$ cat src/nv_access_pkg.sv
// Shared constants and types of the nonvolatile data array access unit
package nv_access_pkg;

   // ==========================================================
   // Clock and timing
   localparam int unsigned CLK_PERIOD_NS = 8;
   localparam int unsigned WRITE_TIME_DEFAULT_NS = 4000;
   localparam int unsigned JITTER_BITS = 4;

   // ==========================================================
   // Register indices; byte address is index times four
   localparam logic [7:0] IDX_BYTE = 8'h9a;
   localparam logic [7:0] IDX_LOCATION = 8'h9b;
   localparam logic [7:0] IDX_CONTROL = 8'h9c;
   localparam logic [7:0] IDX_UNLOCK = 8'h9d;
   localparam int unsigned APB_ADDR_W = 12;

   // ==========================================================
   // Control register fields
   localparam int CTL_READ_BIT = 0;
   localparam int CTL_WRITE_BIT = 1;
   localparam int CTL_PERMIT_BIT = 2;
   localparam int CTL_FAULT_BIT = 3;

   // ==========================================================
   // Data values and reset values
   localparam logic [7:0] UNLOCK_FIRST = 8'h55;
   localparam logic [7:0] UNLOCK_SECOND = 8'haa;
   localparam logic [7:0] ERASED_BYTE = 8'hff;
   localparam logic [7:0] BYTE_RESET = 8'h00;
   localparam logic [7:0] LFSR_SEED = 8'h01;
   localparam logic [31:0] WORD_ZERO = 32'h0000_0000;

   // ==========================================================
   // State types
   typedef enum logic [1:0] {UNL_IDLE, UNL_GOT_FIRST, UNL_ARMED}
      unlock_state_t;
   typedef enum logic [1:0] {ARR_IDLE, ARR_ERASE, ARR_PROGRAM} array_state_t;

endpackage

$ cat src/nv_array_if.sv
// Connection between the access unit and its array store
`timescale 1ns/10ps
`default_nettype none
interface nv_array_if #(
   parameter int unsigned ADDR_BITS = 7
);
   logic [ADDR_BITS-1:0] rd_addr;
   logic [7:0] rd_data;
   logic [ADDR_BITS-1:0] prog_rd_addr;
   logic [7:0] prog_rd_data;
   logic wr_start;
   logic [ADDR_BITS-1:0] wr_addr;
   logic [7:0] wr_data;
   logic busy;

   modport ctrl (
      output rd_addr, prog_rd_addr, wr_start, wr_addr, wr_data,
      input rd_data, prog_rd_data, busy
   );
   modport store (
      input rd_addr, prog_rd_addr, wr_start, wr_addr, wr_data,
      output rd_data, prog_rd_data, busy
   );
endinterface
`default_nettype wire

$ cat src/nv_access_top.sv
// Register access unit for the nonvolatile data array
// What this block does
// - Core reaches the array only indirectly through four register locations.
// - Data byte register carries transfers; location register selects the cell.
// - Array holds 128 bytes, or 256 bytes in the larger variant.
// - Larger variant: top address bit picks the upper 128 locations.
// - Single-byte reads and single-byte writes of addressed cells.
// - Each byte write erases the cell, then programs the new value.
// - Writes are timed internally; their length is variable.
// - Under code protection the core still reads and writes normally.
// - Under code protection the external programmer is refused.
// - Unlock location has no storage; it only takes unlock writes.
// - Read-start loads the data byte from the addressed cell.
// - Write-start stays set until the write ends; software polls it.
//
// Chosen here: register access over APB.
`timescale 1ns/10ps
`default_nettype none
module nv_access_top
   import nv_access_pkg::*;
#(
   parameter int unsigned ADDR_BITS = 7,
   parameter int unsigned WRITE_TIME_NS = WRITE_TIME_DEFAULT_NS
) (
   // Clock and resets
   input wire logic CLK_SYS,
   input wire logic RESET_N,
   input wire logic POR_N,
   // APB slave
   input wire logic PSEL,
   input wire logic PENABLE,
   input wire logic PWRITE,
   input wire logic [APB_ADDR_W-1:0] PADDR,
   input wire logic [31:0] PWDATA,
   output logic [31:0] PRDATA,
   output logic PREADY,
   output logic PSLVERR,
   // Code protection level
   input wire logic CODE_PROTECT,
   // External programmer port
   input wire logic PROG_REQ,
   input wire logic PROG_WRITE,
   input wire logic [7:0] PROG_ADDR,
   input wire logic [7:0] PROG_WDATA,
   output logic [7:0] PROG_RDATA,
   output logic PROG_ACK,
   output logic PROG_DENIED
);
   localparam int unsigned WRITE_CYCLES =
      (WRITE_TIME_NS + CLK_PERIOD_NS - 1) / CLK_PERIOD_NS;
   localparam logic [7:0] LOC_MASK = 8'((1 << ADDR_BITS) - 1);

   nv_array_if #(.ADDR_BITS(ADDR_BITS)) arr_bus ();

   logic [7:0] byte_r;
   logic [7:0] loc_r;
   logic permit_r;
   logic wr_r;
   logic fault_r;
   logic prog_owner_r;
   logic [31:0] prdata_r;
   logic pslverr_r;
   logic [7:0] prog_rdata_r;
   logic prog_ack_r;
   logic prog_denied_r;

   logic [7:0] reg_index;
   logic [7:0] wbyte;
   logic aligned;
   logic mapped;
   logic setup_phase;
   logic access_done;
   logic wr_go;
   logic wr_byte;
   logic wr_loc;
   logic wr_ctl;
   logic wr_unl;
   logic core_rd_go;
   logic core_wr_req;
   logic core_start;
   logic armed;
   logic prog_rd_ok;
   logic prog_wr_ok;
   logic prog_refuse;
   logic [31:0] read_mux;

   // ==========================================================
   // APB decode
   assign reg_index = PADDR[9:2];
   assign wbyte = PWDATA[7:0];
   assign aligned = (PADDR[11:10] == 2'b00) && (PADDR[1:0] == 2'b00);
   assign mapped = aligned && (reg_index == IDX_BYTE ||
                               reg_index == IDX_LOCATION ||
                               reg_index == IDX_CONTROL ||
                               reg_index == IDX_UNLOCK);
   assign setup_phase = PSEL && !PENABLE;
   assign access_done = PSEL && PENABLE;
   assign wr_go = access_done && PWRITE && mapped;
   assign wr_byte = wr_go && reg_index == IDX_BYTE;
   assign wr_loc = wr_go && reg_index == IDX_LOCATION;
   assign wr_ctl = wr_go && reg_index == IDX_CONTROL;
   assign wr_unl = wr_go && reg_index == IDX_UNLOCK;
   assign PREADY = 1'b1;
   assign PRDATA = prdata_r;
   assign PSLVERR = pslverr_r;

   // ==========================================================
   // Core access requests
   assign core_rd_go = wr_ctl && wbyte[CTL_READ_BIT];
   assign core_wr_req = wr_ctl && wbyte[CTL_WRITE_BIT];
   assign core_start = core_wr_req && permit_r && armed &&
                       !arr_bus.busy;

   nv_unlock_gate nv_unlock_gate_inst (
      .clk(CLK_SYS),
      .reset_n(RESET_N),
      .wr_go(wr_go),
      .to_unlock(wr_unl),
      .wbyte(wbyte),
      .armed(armed)
   );

   // ==========================================================
   // Programmer arbitration; the core always wins a tie
   assign prog_rd_ok = PROG_REQ && !PROG_WRITE && !CODE_PROTECT;
   assign prog_wr_ok = PROG_REQ && PROG_WRITE && !CODE_PROTECT &&
                       !arr_bus.busy && !core_start;
   assign prog_refuse = PROG_REQ && !prog_rd_ok && !prog_wr_ok;

   // ==========================================================
   // Array connection
   assign arr_bus.rd_addr = loc_r[ADDR_BITS-1:0];
   assign arr_bus.prog_rd_addr = PROG_ADDR[ADDR_BITS-1:0];
   assign arr_bus.wr_start = core_start || prog_wr_ok;
   assign arr_bus.wr_addr = core_start ? loc_r[ADDR_BITS-1:0] :
                            PROG_ADDR[ADDR_BITS-1:0];
   assign arr_bus.wr_data = core_start ? byte_r : PROG_WDATA;

   nv_array #(
      .ADDR_BITS(ADDR_BITS),
      .WRITE_CYCLES(WRITE_CYCLES)
   ) nv_array_inst (
      .clk(CLK_SYS),
      .reset_n(RESET_N),
      .port(arr_bus.store)
   );

   // ==========================================================
   // Data byte and location registers keep their value over warm reset
   always_ff @(posedge CLK_SYS) begin
      if (!POR_N) begin
         byte_r <= BYTE_RESET;
      end else if (core_rd_go) begin
         byte_r <= arr_bus.rd_data;
      end else if (wr_byte) begin
         byte_r <= wbyte;
      end
   end

   always_ff @(posedge CLK_SYS) begin
      if (!POR_N) begin
         loc_r <= BYTE_RESET;
      end else if (wr_loc) begin
         loc_r <= wbyte & LOC_MASK;
      end
   end

   // ==========================================================
   // Control register
   always_ff @(posedge CLK_SYS) begin
      if (!RESET_N) begin
         permit_r <= 1'b0;
      end else if (wr_ctl) begin
         permit_r <= wbyte[CTL_PERMIT_BIT];
      end
   end

   always_ff @(posedge CLK_SYS) begin
      if (!RESET_N) begin
         wr_r <= 1'b0;
      end else if (core_start) begin
         wr_r <= 1'b1;
      end else if (wr_r && !arr_bus.busy) begin
         wr_r <= 1'b0;
      end
   end

   // Fault is set by a warm reset that cuts a write short
   always_ff @(posedge CLK_SYS) begin
      if (!POR_N) begin
         fault_r <= 1'b0;
      end else if (!RESET_N) begin
         if (arr_bus.busy) begin
            fault_r <= 1'b1;
         end
      end else if (wr_ctl) begin
         fault_r <= fault_r & wbyte[CTL_FAULT_BIT];
      end
   end

   // ==========================================================
   // Programmer answers
   always_ff @(posedge CLK_SYS) begin
      if (!RESET_N) begin
         prog_owner_r <= 1'b0;
      end else if (prog_wr_ok) begin
         prog_owner_r <= 1'b1;
      end else if (prog_owner_r && !arr_bus.busy) begin
         prog_owner_r <= 1'b0;
      end
   end

   always_ff @(posedge CLK_SYS) begin
      if (!RESET_N) begin
         prog_ack_r <= 1'b0;
         prog_denied_r <= 1'b0;
      end else begin
         prog_ack_r <= prog_rd_ok || (prog_owner_r && !arr_bus.busy);
         prog_denied_r <= prog_refuse;
      end
   end

   always_ff @(posedge CLK_SYS) begin
      if (!RESET_N) begin
         prog_rdata_r <= BYTE_RESET;
      end else if (prog_rd_ok) begin
         prog_rdata_r <= arr_bus.prog_rd_data;
      end
   end

   assign PROG_RDATA = prog_rdata_r;
   assign PROG_ACK = prog_ack_r;
   assign PROG_DENIED = prog_denied_r;

   // ==========================================================
   // APB read data, captured in the setup cycle
   always_comb begin
      read_mux = WORD_ZERO;
      if (aligned) begin
         unique case (reg_index)
            IDX_BYTE: read_mux[7:0] = byte_r;
            IDX_LOCATION: read_mux[7:0] = loc_r;
            IDX_CONTROL: begin
               read_mux[CTL_WRITE_BIT] = wr_r;
               read_mux[CTL_PERMIT_BIT] = permit_r;
               read_mux[CTL_FAULT_BIT] = fault_r;
            end
            default: read_mux = WORD_ZERO;
         endcase
      end
   end

   always_ff @(posedge CLK_SYS) begin
      if (!RESET_N) begin
         prdata_r <= WORD_ZERO;
         pslverr_r <= 1'b0;
      end else if (setup_phase) begin
         prdata_r <= PWRITE ? WORD_ZERO : read_mux;
         pslverr_r <= !mapped;
      end
   end
endmodule
`default_nettype wire

$ cat src/nv_unlock_gate.sv
// Tracker of the two-step unlock sequence that arms a write start
`timescale 1ns/10ps
`default_nettype none
module nv_unlock_gate
   import nv_access_pkg::*;
(
   // Clock and reset
   input wire logic clk,
   input wire logic reset_n,
   // Bus write strobes
   input wire logic wr_go,
   input wire logic to_unlock,
   input wire logic [7:0] wbyte,
   // Armed for the next write
   output logic armed
);
   unlock_state_t state_r;

   // ==========================================================
   // Sequence: first value, second value, then the very next write
   always_ff @(posedge clk) begin
      if (!reset_n) begin
         state_r <= UNL_IDLE;
      end else if (wr_go) begin
         if (to_unlock && wbyte == UNLOCK_FIRST) begin
            state_r <= UNL_GOT_FIRST;
         end else if (to_unlock && wbyte == UNLOCK_SECOND &&
                      state_r == UNL_GOT_FIRST) begin
            state_r <= UNL_ARMED;
         end else begin
            state_r <= UNL_IDLE;
         end
      end
   end

   assign armed = (state_r == UNL_ARMED);

endmodule
`default_nettype wire

$ cat src/nv_array.sv
// Byte array store with self-timed erase-then-program writes
`timescale 1ns/10ps
`default_nettype none
module nv_array
   import nv_access_pkg::*;
#(
   parameter int unsigned ADDR_BITS = 7,
   parameter int unsigned WRITE_CYCLES = 500
) (
   // Clock and reset
   input wire logic clk,
   input wire logic reset_n,
   // Access side
   nv_array_if.store port
);
   localparam int unsigned DEPTH = 1 << ADDR_BITS;
   localparam int unsigned ERASE_CYCLES = WRITE_CYCLES / 2;
   localparam int unsigned PROG_CYCLES = WRITE_CYCLES - ERASE_CYCLES;
   localparam int MAX_BUSY = WRITE_CYCLES + (1 << JITTER_BITS) + 2;
   localparam int unsigned CW = $clog2(MAX_BUSY) + 1;

   logic [7:0] mem [DEPTH];
   array_state_t state_r;
   logic [CW-1:0] count_r;
   logic [7:0] lfsr_r;
   logic [ADDR_BITS-1:0] addr_r;
   logic [7:0] data_r;
   logic start;
   logic timer_done;

   assign start = port.wr_start && state_r == ARR_IDLE;
   assign timer_done = (count_r == '0);
   assign port.busy = (state_r != ARR_IDLE);
   assign port.rd_data = mem[port.rd_addr];
   assign port.prog_rd_data = mem[port.prog_rd_addr];

   // ==========================================================
   // Free-running jitter source: write length is not fixed
   always_ff @(posedge clk) begin
      if (!reset_n) begin
         lfsr_r <= LFSR_SEED;
      end else begin
         lfsr_r <= {lfsr_r[6:0],
                    lfsr_r[7] ^ lfsr_r[5] ^ lfsr_r[4] ^ lfsr_r[3]};
      end
   end

   // ==========================================================
   // Write timer; reset aborts the write in progress
   always_ff @(posedge clk) begin
      if (!reset_n) begin
         state_r <= ARR_IDLE;
         count_r <= '0;
         addr_r <= '0;
         data_r <= BYTE_RESET;
      end else begin
         unique case (state_r)
            ARR_IDLE: begin
               if (start) begin
                  state_r <= ARR_ERASE;
                  count_r <= CW'(ERASE_CYCLES - 1) +
                             CW'(lfsr_r[JITTER_BITS-1:0]);
                  addr_r <= port.wr_addr;
                  data_r <= port.wr_data;
               end
            end
            ARR_ERASE: begin
               if (timer_done) begin
                  state_r <= ARR_PROGRAM;
                  count_r <= CW'(PROG_CYCLES - 1);
               end else begin
                  count_r <= count_r - CW'(1);
               end
            end
            ARR_PROGRAM: begin
               if (timer_done) begin
                  state_r <= ARR_IDLE;
               end else begin
                  count_r <= count_r - CW'(1);
               end
            end
            default: begin
               state_r <= ARR_IDLE;
            end
         endcase
      end
   end

   // ==========================================================
   // Cell array: erased at start, new value at the end of programming
   always_ff @(posedge clk) begin
      if (start) begin
         mem[port.wr_addr] <= ERASED_BYTE;
      end else if (state_r == ARR_PROGRAM && timer_done && reset_n) begin
         mem[addr_r] <= data_r;
      end
   end
endmodule
`default_nettype wire

$ cat config.mk
export PLATFORM = sky130hd
export DESIGN_NAME = nv_access_top
export DESIGN_NICKNAME = d
export VERILOG_FILES = /design/src/nv_access_pkg.sv /design/src/nv_array_if.sv /design/src/nv_access_top.sv /design/src/nv_unlock_gate.sv /design/src/nv_array.sv
export SDC_FILE = /design/constraint.sdc
export NUM_CORES = 1
export LEC_CHECK = 0
export BUFFER_PORTS_ARGS = -buffer_cell sky130_fd_sc_hd__clkbuf_2
export CELL_PAD_IN_SITES_DETAIL_PLACEMENT = 0
export CELL_PAD_IN_SITES_GLOBAL_PLACEMENT = 2
export CORE_ASPECT_RATIO = 1.2
export CORE_MARGIN = 4
export CORE_UTILIZATION = 45
export DETAILED_ROUTE_END_ITERATION = 16
export PLACE_DENSITY = 0.76
export REMOVE_ABC_BUFFERS = 1
export SYNTH_ARGS = -nofsm -noshare
export SYNTH_HDL_FRONTEND = slang
export SYNTH_SLANG_ARGS = --single-unit
export TNS_END_PERCENT = 10
$ cat constraint.sdc
create_clock -name CLK_SYS -period 3.8 [get_ports CLK_SYS]
set_clock_uncertainty 0.1 [all_clocks]
set_input_delay 0.19 -clock CLK_SYS [delete_from_list [all_inputs] [get_ports CLK_SYS]]
set_output_delay 0.19 -clock CLK_SYS [all_outputs]
set_load 0.05 [all_outputs]
After elaboration in Yosys (flattened, before gate mapping)
Memories as Yosys holds them, arrays and structs flattened. A register that Yosys moved wholly into a read port is not among the register bits.
Cells that the tools add are included.
{"block": "totals", "regBits": 92, "ram_bits": 1024, "inputBits": 69, "output_inout_bits": 44, "elab_cells": 134, "n_memories": 1}
{"name": "nv_array_inst.mem", "words": 128, "word_bits": 8, "rd": 2, "rd_ports_with_merged_regs": 2, "write_ports": 1, "line_no": "nv_array.sv:22", "source": "logic [7:0] mem [DEPTH];"}
{"block": "classes", "add_sub_neg": 2, "eq_ne": 15, "mux": 36, "bitwise": 4, "n_reduce_logical": 60}
{"operator": "$eq A8 B8 Y1 const B", "n": 5}
{"operator": "$mux W8", "n": 5}
{"operator": "$mux W11", "n": 3}
{"operator": "$pmux W11 S3", "n": 1}
{"operator": "$mux W32", "n": 1}
{"operator": "$logic_and A1 B1 Y1", "n": 31}
{"operator": "$mux W7", "n": 4}
{"operator": "$mux W1", "n": 13}
{"operator": "$logic_not A11 Y1", "n": 1}
{"operator": "$sub A11 B1 Y11 const B", "n": 1}
{"operator": "$mux W2", "n": 5}
{"operator": "$reduce_bool A2 Y1", "n": 5}
{"operator": "$add A8 B4 Y9 const A", "n": 1}
{"operator": "$logic_not A1 Y1", "n": 9}
{"operator": "$pmux W3 S3", "n": 1}
{"operator": "$eq A8 B7 Y1 const B", "n": 1}
{"operator": "$ne A2 B1 Y1 const B", "n": 4}
{"operator": "$pmux W4 S2", "n": 1}
{"operator": "$reduce_or A8 Y1", "n": 1}
{"operator": "$logic_not A2 Y1", "n": 3}
{"operator": "$pmux W2 S3", "n": 1}
{"operator": "$reduce_and A3 Y1", "n": 2}
{"operator": "$logic_or A1 B1 Y1", "n": 5}
{"operator": "$eq A2 B1 Y1 const B", "n": 2}
{"operator": "other kinds (7)", "n": 11}

Longest topological paths before layout
Gate-level depths: netlist of run 1.
{"block": "logic_depth", "word_depth": 19, "ltp_mapped": 13, "depth_no_buf": 9}

By module
A second synthesis of run 1 with hierarchy kept.
{"block": "hier_totals", "cells_unflattened": 2618, "area_unflattened_um2": 52222.6}
{"mod": "nv_array", "n_inst": 1, "cells_per_inst": 2368, "area_per_inst_um2": 49926.6, "seq_area_each_um2": 31470.2}
{"mod": "nv_access_top", "n_inst": 1, "cells_per_inst": 235, "area_per_inst_um2": 2149.6, "seq_area_each_um2": 760.7}
{"mod": "nv_unlock_gate", "n_inst": 1, "cells_per_inst": 15, "area_per_inst_um2": 146.4, "seq_area_each_um2": 40.0}

Worst setup path after synthesis of run 1
Ideal clock, no wire load.
{"block": "synth_path", "kind": "input-to-reg", "from": "in PADDR[11]", "to": "mem nv_array_inst.mem[0][0] (data pin)", "setup_ns": 0.515, "arrival_time_ns": 3.341, "required_time_ns": 3.185, "path_slack_ns": -0.156, "cell_stages": 5, "path_buffers": 1, "cell_sequence": "or4_4 or2_1 o31ai_4 clkbuf_1 or3_1"}
{"block": "synth_between", "elab_chain_len": 17}
{"element": "from (decl)", "line_no": "nv_access_top.sv:33", "source": "input wire logic [APB_ADDR_W-1:0] PADDR,"}
{"element": "$logic_not A2 Y1 (*)", "line_no": "nv_access_top.sv:91", "source": "assign aligned = (PADDR[11:10] == 2'b00) && (PADDR[1:0] == 2'b00);"}
{"element": "$logic_and A1 B1 Y1 (*)", "line_no": "nv_access_top.sv:91"}
{"element": "$logic_and A1 B1 Y1 (*)", "line_no": "nv_access_top.sv:92", "source": "assign mapped = aligned && (reg_index == IDX_BYTE ||"}
{"element": "$logic_and A1 B1 Y1 (*)", "line_no": "nv_access_top.sv:98", "source": "assign wr_go = access_done && PWRITE && mapped;"}
{"element": "$logic_and A1 B1 Y1 (*)", "line_no": "nv_access_top.sv:101", "source": "assign wr_ctl = wr_go && reg_index == IDX_CONTROL;"}
{"element": "$logic_and A1 B1 Y1 (*)", "line_no": "nv_access_top.sv:110", "source": "assign core_wr_req = wr_ctl && wbyte[CTL_WRITE_BIT];"}
{"element": "$logic_and A1 B1 Y1 (*) (3 in series)", "line_no": "nv_access_top.sv:111", "source": "assign core_start = core_wr_req && permit_r && armed &&"}
{"element": "$logic_not A1 Y1", "line_no": "nv_access_top.sv:127", "source": "!arr_bus.busy && !core_start;"}
{"element": "$logic_and A1 B1 Y1", "line_no": "nv_access_top.sv:127"}
{"element": "$logic_or A1 B1 Y1 (*)", "line_no": "nv_access_top.sv:134", "source": "assign arr_bus.wr_start = core_start || prog_wr_ok;"}
{"element": "$logic_and A1 B1 Y1 (*)", "line_no": "nv_array.sv:31", "source": "assign start = port.wr_start && state_r == ARR_IDLE;"}
{"element": "$mux W1 (*)", "line_no": "nv_array.sv:92", "source": "if (start) begin"}
{"element": "$mux W1 (not written as such) (*)", "line_no": "nv_array.sv:95", "source": "mem[addr_r] <= data_r;"}
{"element": "$reduce_or A8 Y1 (no source line) (*)"}
{"element": "$mux W8 (no source line) (*)"}
{"element": "to (decl)", "line_no": "nv_array.sv:22"}
Mark *: on every way between the ends. The rest lies on a longest branch, timed or not.

Worst setup path after layout of run 1
{"block": "layout_path", "from": "reg nv_array_inst.count_r[0]", "to": "mem nv_array_inst.mem[125][1], enable pin"}
{"block": "layout_between", "elab_chain_len": 8, "elab_cells_between_ends": 9, "cone_classes": "mux (5); reduce/logical (4)"}
{"element": "from (decl)", "line_no": "nv_array.sv:24", "source": "logic [CW-1:0] count_r;"}
{"element": "from (signal assigned)", "line_no": "nv_array.sv:61", "source": "count_r <= CW'(ERASE_CYCLES - 1) +"}
{"element": "from (signal assigned)", "line_no": "nv_array.sv:70", "source": "count_r <= CW'(PROG_CYCLES - 1);"}
{"element": "from (signal assigned)", "line_no": "nv_array.sv:72", "source": "count_r <= count_r - CW'(1);"}
{"element": "$logic_not A11 Y1 (*)", "line_no": "nv_array.sv:32", "source": "assign timer_done = (count_r == '0);"}
{"element": "$logic_and A1 B1 Y1 (*) (2 in series)", "line_no": "nv_array.sv:94", "source": "end else if (state_r == ARR_PROGRAM && timer_done && reset_n) begin"}
{"element": "$mux W1 (*)", "line_no": "nv_array.sv:94"}
{"element": "$mux W1 (*)", "line_no": "nv_array.sv:92"}
{"element": "$mux W1 (not written as such) (*)", "line_no": "nv_array.sv:95"}
{"element": "$reduce_or A8 Y1 (no source line)"}
{"element": "$mux W7 (no source line) or $mux W1 (tied branches)"}
Marks and branches as above.

==> results of run 1 <==
-- repair_timing --
item	in CTS	in global routing
endpoints found under the hold margin	57	0
hold buffers	44	0
setup buffers	0	2
endpoints found under the setup margin	0	910
-- flip-flops by register name (all words and copies together) (netlist names), 2 cells and up, named ones only --
register                     count
PRDATA                           8
PROG_RDATA                       8
byte_r                           8
loc_r                            7
nv_array_inst.addr_r             7
nv_array_inst.count_r           11
nv_array_inst.data_r             8
nv_array_inst.lfsr_r             8
nv_array_inst.mem             1024
nv_array_inst.state_r            2
nv_unlock_gate_inst.state_r      2
-- critical path: cells and delay by family (launching register included) --
family	cells	cell delay (ps)
AO/OA/AOI/OAI	1	200
adder cells (fa/ha/maj)	1	220
buffers and inverters	4	790
flip-flops	1	330
AND/OR/NAND/NOR	6	1620
-- layer usage --
layer | global-route usage [%] | up-vias
li1 | - | 12300
met1 | 32.5 | 16000
met2 | 44.4 | 1402
met3 | 3.39 | 245
met4 | 10.5 | 0
met5 | 0 | -
-- final cells by class --
class | count | area [µm²] | area share, %
Clock inverter | 78 | 988 | 1.63
Clock buffer | 124 | 2830 | 4.66
Tap cell | 1518 | 1900 | 3.13
Inverter | 10 | 37.5 | 0.0619
Timing Repair Buffer | 410 | 3620 | 5.97
Multi-Input combinational cell | 1433 | 18800 | 31.1
Sequential cell | 1107 | 32400 | 53.5
-- through the flow --
step | TNS [ps] | instance area [µm²]
6_report | 0 | 60600
5_1_grt | 0 | 60600
4_1_cts | 0 | 60600
3_5_place_dp | 0 | 56400
3_3_place_gp | 0 | 56400
2_1_floorplan | -294960 | 51200
-- placed cells by master, fill, tap and decap left out, types with 45 or more instances in the layout --
master | netlist | routed
a21oi_1 | 60 | 60
buf_12 | 0 | 45
buf_4 | 43 | 261
clkbuf_16 | 0 | 111
clkbuf_2 | 0 | 58
dfxtp_1 | 83 | 78
edfxtp_1 | 1024 | 1024
mux2i_1 | 102 | 102
mux4_2 | 599 | 599
nand2_1 | 76 | 76
nor2_1 | 196 | 196
-- worst paths after layout --
check / startpoint / end / cells after the start
setup / recovery: nv_array_inst.count_r[0] / nv_array_inst.mem[125][1] / 12
hold / removal: PROG_ADDR[6] / PROG_RDATA[5] / 4
hold reg to reg: nv_array_inst.lfsr_r[6] / nv_array_inst.lfsr_r[7] / 1
setup reg to reg: nv_array_inst.count_r[0] / nv_array_inst.mem[125][1] / 12
-- cell families after synthesis --
kind of cell,synth area share [%]
AO/OA/AOI/OAI,3.05
buffers and inverters,2.16
other,0.0144
adder cells (fa/ha/maj),0.192
multiplexers,28.3
XOR/XNOR,0.0838
AND/OR/NAND/NOR,4.13
flip-flops,62.0
-- power by group through the flow --
stage	logic [W]	clock network (W)	registers [W]
finish	0.00165	0.0116	0.0133
global route	0.00177	0.0123	0.0133
CTS	0.00163	0.0118	0.0133
detailed placement	0.00159	0	0.0136
global placement	0.00157	0	0.0136
floorplan	0.000888	0	0.0136
==> impl_results.md, run 1 <==
* Final wirelength at 155000 µm
* Post-cts resize count at 0
* Post-route minimum period at roughly 3600 ps
* Uppermost layer routed: met4
* R2R Setup Slk at approximately 240 ps
* Layout cell share with drive strength beyond 1 at 38.7%
* Average wire per standard cell at 33.2 µm
* Number of global-route vias before repair at around 31000
* Number of diodes at 0
* Cell with the most instances after synthesis: edfxtp_1
* P_leak at between 20 and 25 nW
* Util after Layout at 52.8%
* Clock Latency Late Sink at approximately 730 ps
* Post-synthesis average cell area at 19.0 µm²
* Total Routing Usage GR at 25.5%
* TritonCTS clock tree: done
* Switching share of power at 22.2%
* Largest cells by area after synthesis: edfxtp_1 59%, mux4_2 26%, dfxtp_1 3.2%
* DR vias/cell at 6.40
* IO Port Bufs at 62
* Synthesized area at 52200 µm²
* Wire length on met2 at 80600 µm
* Setup-failing EPs final at 0
* WP data arrival at 3880 ps
* H-Tree Depth at 3
* GPL Wtd Cong at 0.891
* DIE AREA at 122000 µm²
* Register bit total from synthesis at 1107
* Synthesis Warnings at 0
* Initial antenna violation count at 0
* Crit path kind: reg -> reg
* Cell taking the most area after synthesis: edfxtp_1
* DP HPWL at 107000 µm
* Slowest cell on crit path: or4b_1
* P&R area growth vs syn at 16.0%
* Max_cap viols at 0
* Starting Density at 45.5%
* Initial drt markers at approximately 3000
* Io pins at approximately 110
* Worst hold path class: in -> reg
* Slew headroom at 24.8%
* Total CTS buffers at 111
* Crit-path cells: inv_1, ha_1, or4b_1, nor4_4, buf_4, and3_1, nand2_2, nor3b_1, o21ai_2, buf_4, nor2_1, buf_4
* Number of synthesized flops with an enable pin at 1024
* Placed insts at ~4400
* Synthesized instance count at around 2700
* Routed wl met3 at 10300 µm
* Max incr delay on CP at 530 ps
* Fill count at roughly 9000
* Pwr Density at 437 nW/µm²
* Slew @ Worst Pin at 1130 ps
* Largest net degree at the start of global routing at between 100 and 150
* Clk slew on worst S/H paths at approximately 70 ps
* Metal-1 WL at 57700 µm
* Final hold vios at 0
* RSZ-0062 raised after global routing: false
* Residual DRC at 0
* Clock root buffer: clkbuf_16
* Top cell type's share of synthesized area at 58.9%
* Crit-path max FO at 8
* Seq/Total Area, Yosys at 62.0%
* First-pass GRT wire length at 225000 µm
* Sequential share of power at 50.2%
* CP Capture Type: flop
* CTS sink cnt at around 1100
* Nets@finish at 3150
* Final std cells w/o fill at 4680
* Cell mode on critical path: buf_4
* Pwr Total at approximately 0.027 W
* # rows at 136
* PnR worst setup slack at 237 ps
* Fin crit share at 93.8%
* Post-synth top cells: 1024 x edfxtp_1, 599 x mux4_2, 196 x nor2_1
* Die Y at 381 µm
* Chip Width at 319 µm
* Worst path required time at 4120 ps
* Power share of the clock group at 43.6%
* Setup crit start kind: flop
* Post-route ant nets at 0
* Vias at around 30000
* Comb pwr share at 6.2%
* NetSw at approximately 0.006 W
* Clock buffer depth at 3
* TritonRoute pass-1 iters at 5
* Pre-CTS setup slack at around 45 ps
* Final Hold Slack at 63.1 ps
* Fmax at 281 MHz
* Status: complete, no violations
* Top FF cell, synth: edfxtp_1
* Max IR drop VDD at 332 µV
* FFs w/ async S/R, synth at 0%
* Core area at 115000 µm²
* GR Overflow Total at 0
* Pint at 0.0206 W
* Fin. max-slew vios at 0
* Yosys cell types at 86
No activity file was read; power rests on OpenSTA's default activity.
==> inputs of run 2 (changes only) <==
--- a/config.mk
+++ b/config.mk
@@ -12,8 +12,8 @@
 export CORE_MARGIN = 4
 export CORE_UTILIZATION = 45
 export DETAILED_ROUTE_END_ITERATION = 16
+export GPL_TIMING_DRIVEN = 0
 export PLACE_DENSITY = 0.76
-export REMOVE_ABC_BUFFERS = 1
 export SYNTH_ARGS = -nofsm -noshare
 export SYNTH_HDL_FRONTEND = slang
 export SYNTH_SLANG_ARGS = --single-unit
==> impl_results.md, run 2 (synthesis gave the netlist of run 1 again) <==
* Clock Latency Late Sink at 760 ps (was 730 ps)
* Final hold vios at 0 (unchanged)
* DP HPWL at 141000 µm (was 107000 µm)
* Failing checks: setup timing
* Fin. max-slew vios at 0 (unchanged)
* Clk slew on worst S/H paths at 70 ps (about the same)
* Post-route ant nets at 0 (unchanged)
* Final std cell area, no fill at 62200 µm² (was 60600 µm²)
* R2R cell count at 8 (was 12)
* Clock buffer depth at 3 (unchanged)
* TritonCTS clock tree: done (unchanged)
* Final std cells w/o fill at 4697 (was 4680)
* GR Overflow Total at 0 (unchanged)
* P_leak at 20.6 nW (was 20.8 nW)
* Slew @ Worst Pin at 1480 ps (was 1130 ps)
* Uppermost layer routed: met5 (was met4)
* Fmax at 254 MHz (was 281 MHz)
* Post-route minimum period at 3940 ps (was 3560 ps)
* Initial drt markers at 5395 (was 3006)
* Slew headroom at 1.19% (was 24.8%)
* CTS sink cnt at 1107 (unchanged)
* WP data arrival at 4490 ps (was 3880 ps)
* Largest net degree at the start of global routing at 97 (was 129)
* DIE AREA at 122000 µm² (unchanged)
* Residual DRC at 0 (unchanged)
* Pwr Density at 429 nW/µm² (was 437 nW/µm²)
* Chip Width at 319 µm (unchanged)
* Hold path depth at 5 (was 4)
* Nets@finish at 3160 (was 3150)
* IO Port Bufs at 57 (was 62)
* Post-placement cell area at 54800 µm² (was 56400 µm²)
* PnR worst setup slack at -142 ps (was 237 ps)
* Total CTS buffers at 112 (was 111)
* Initial antenna violation count at 11 (was 0)
* Metal-1 WL at 68600 µm (was 57700 µm)
* Wire length on met2 at 94800 µm (was 80600 µm)
* Average wire per standard cell at 44.1 µm (was 33.2 µm)
* Starting Density at 45.5% (unchanged)
* Final wirelength at 207000 µm (was 155000 µm)
* Crit-path max FO at 10 (was 8)
* Util after Layout at 54.2% (was 52.8%)
* Layout cell share with drive strength beyond 1 at 41.7% (was 38.7%)
* GPL Wtd Cong at 0.970 (was 0.891)
* First-pass GRT wire length at 275000 µm (was 225000 µm)
* Die Y at 381 µm (unchanged)
* Setup-failing EPs final at 16 (was 0)
* Top Registers: nv_array_inst.mem: 1024 flops, nv_array_inst.count_r: 11 flops (unchanged)
* Worst hold path class: in -> reg (unchanged)
* Io pins at 113 (unchanged)
* RSZ-0062 raised after global routing: true (was false)
* P&R area growth vs syn at 19.1% (was 16.0%)
* Worst path required time at 4350 ps (was 4120 ps)
* Setup crit start kind: primary input (was flop)
* Crit path kind: in -> reg (was reg -> reg)
* Max IR drop VDD at 407 µV (was 332 µV)
* Status: finished with violations (was complete, no violations)
* Max_cap viols at 0 (unchanged)
* H-Tree Depth at 3 (unchanged)
* Core area at 115000 µm² (unchanged)
* TritonRoute pass-1 iters at 6 (was 5)
* Max reg flops at 1024 (unchanged)
* Commonest non-fill, non-tap cell in the layout: edfxtp_1 (unchanged)
* Fin crit share at 104% (was 93.8%)
* Placed insts at 4356 (was 4432)
* # rows at 136 (unchanged)
* Number of global-route vias before repair at 32700 (was 31200)
* Vias at 33200 (was 29900)
* Top reg by flops: nv_array_inst.mem (unchanged)
* DR vias/cell at 7.07 (was 6.40)
* Commonest non-fill, non-tap cells in the layout: 1024 x edfxtp_1, 599 x mux4_2, 130 x nor2_4 (was 1024 x edfxtp_1, 599 x mux4_2, 261 x buf_4)
* Clock root buffer: clkbuf_16 (unchanged)
* Total Routing Usage GR at 33.4% (was 25.5%)
* Routed wl met3 at 25200 µm (was 10300 µm)
* CP Capture Type: flop (unchanged)
-- run 2: worst max-delay path: stages --
cell      delay (ps)
clkbuf_1         190
clkbuf_1         540
buf_1            500
clkbuf_1        1020
mux4_2           430
mux4_2           540
mux2i_1          450
o22ai_1          330
a21oi_1          200
nand2_1           70
-- run 2: power by group --
| part | total (W) | leakage [nW] | internal [W] | switching, W |
|---|---|---|---|---|
| Combinational | 0.00184 | 7.39 | 0.000677 | 0.00116 |
| Clock | 0.0115 | 1.80 | 0.00660 | 0.00492 |
| Sequential | 0.0133 | 11.5 | 0.0132 | 0.0000766 |
-- run 2: area by class of cell --
| cell class | instances | area (µm²) |
|---|---|---|
| inverters | 10 | 37.5 |
| diodes | 2 | 5.00 |
| fillers | 8864 | 52700 |
| clock buffers | 144 | 3010 |
| flip-flops and latches | 1107 | 32400 |
| clock inverters | 64 | 733 |
| repair buffers | 193 | 2280 |
| well taps | 1518 | 1900 |
| multi-input cells | 1438 | 20300 |
| plain buffers | 221 | 1570 |
-- run 2: timing repair --
item,in CTS,in global routing
gates cloned,1,4
hold endpoints to repair,47,0
endpoints found under the setup margin,1231,1461
pin swaps,40,51
hold buffers,39,0
resized for setup,439,81
setup buffers,48,39
-- run 2: final timing paths --
path,startpoint,slack (ps),endpoint
max,PROG_ADDR[1],-140,PROG_RDATA[6]
min,PADDR[9],80,PSLVERR
max reg2reg,flop,-130,byte_r[5]
min reg2reg,nv_array_inst.lfsr_r[6],340,nv_array_inst.lfsr_r[7]
-- run 2: metal layers --
layer / track usage, % / up-vias
li1: - / 12400
met1: 41.0 / 17600
met2: 51.4 / 2602
met3: 9.42 / 648
met4: 23.0 / 8
met5: 0.516 / -
-- run 2: metrics by stage --
step / worst slack [ps] / setup TNS [ps] / total power [W] / hold slack, ps
CTS: -137 / -15530 / 0.0266 / 44.6
detailed placement: -2000 / -1240660 / 0.0152 / 315
finish: -142 / -854 / 0.0267 / 83.9
global placement: -2710 / -2048890 / 0.0152 / 315
global route: -101 / -18500 / 0.0273 / 129
floorplan: 451 / 0 / 0.0146 / 206
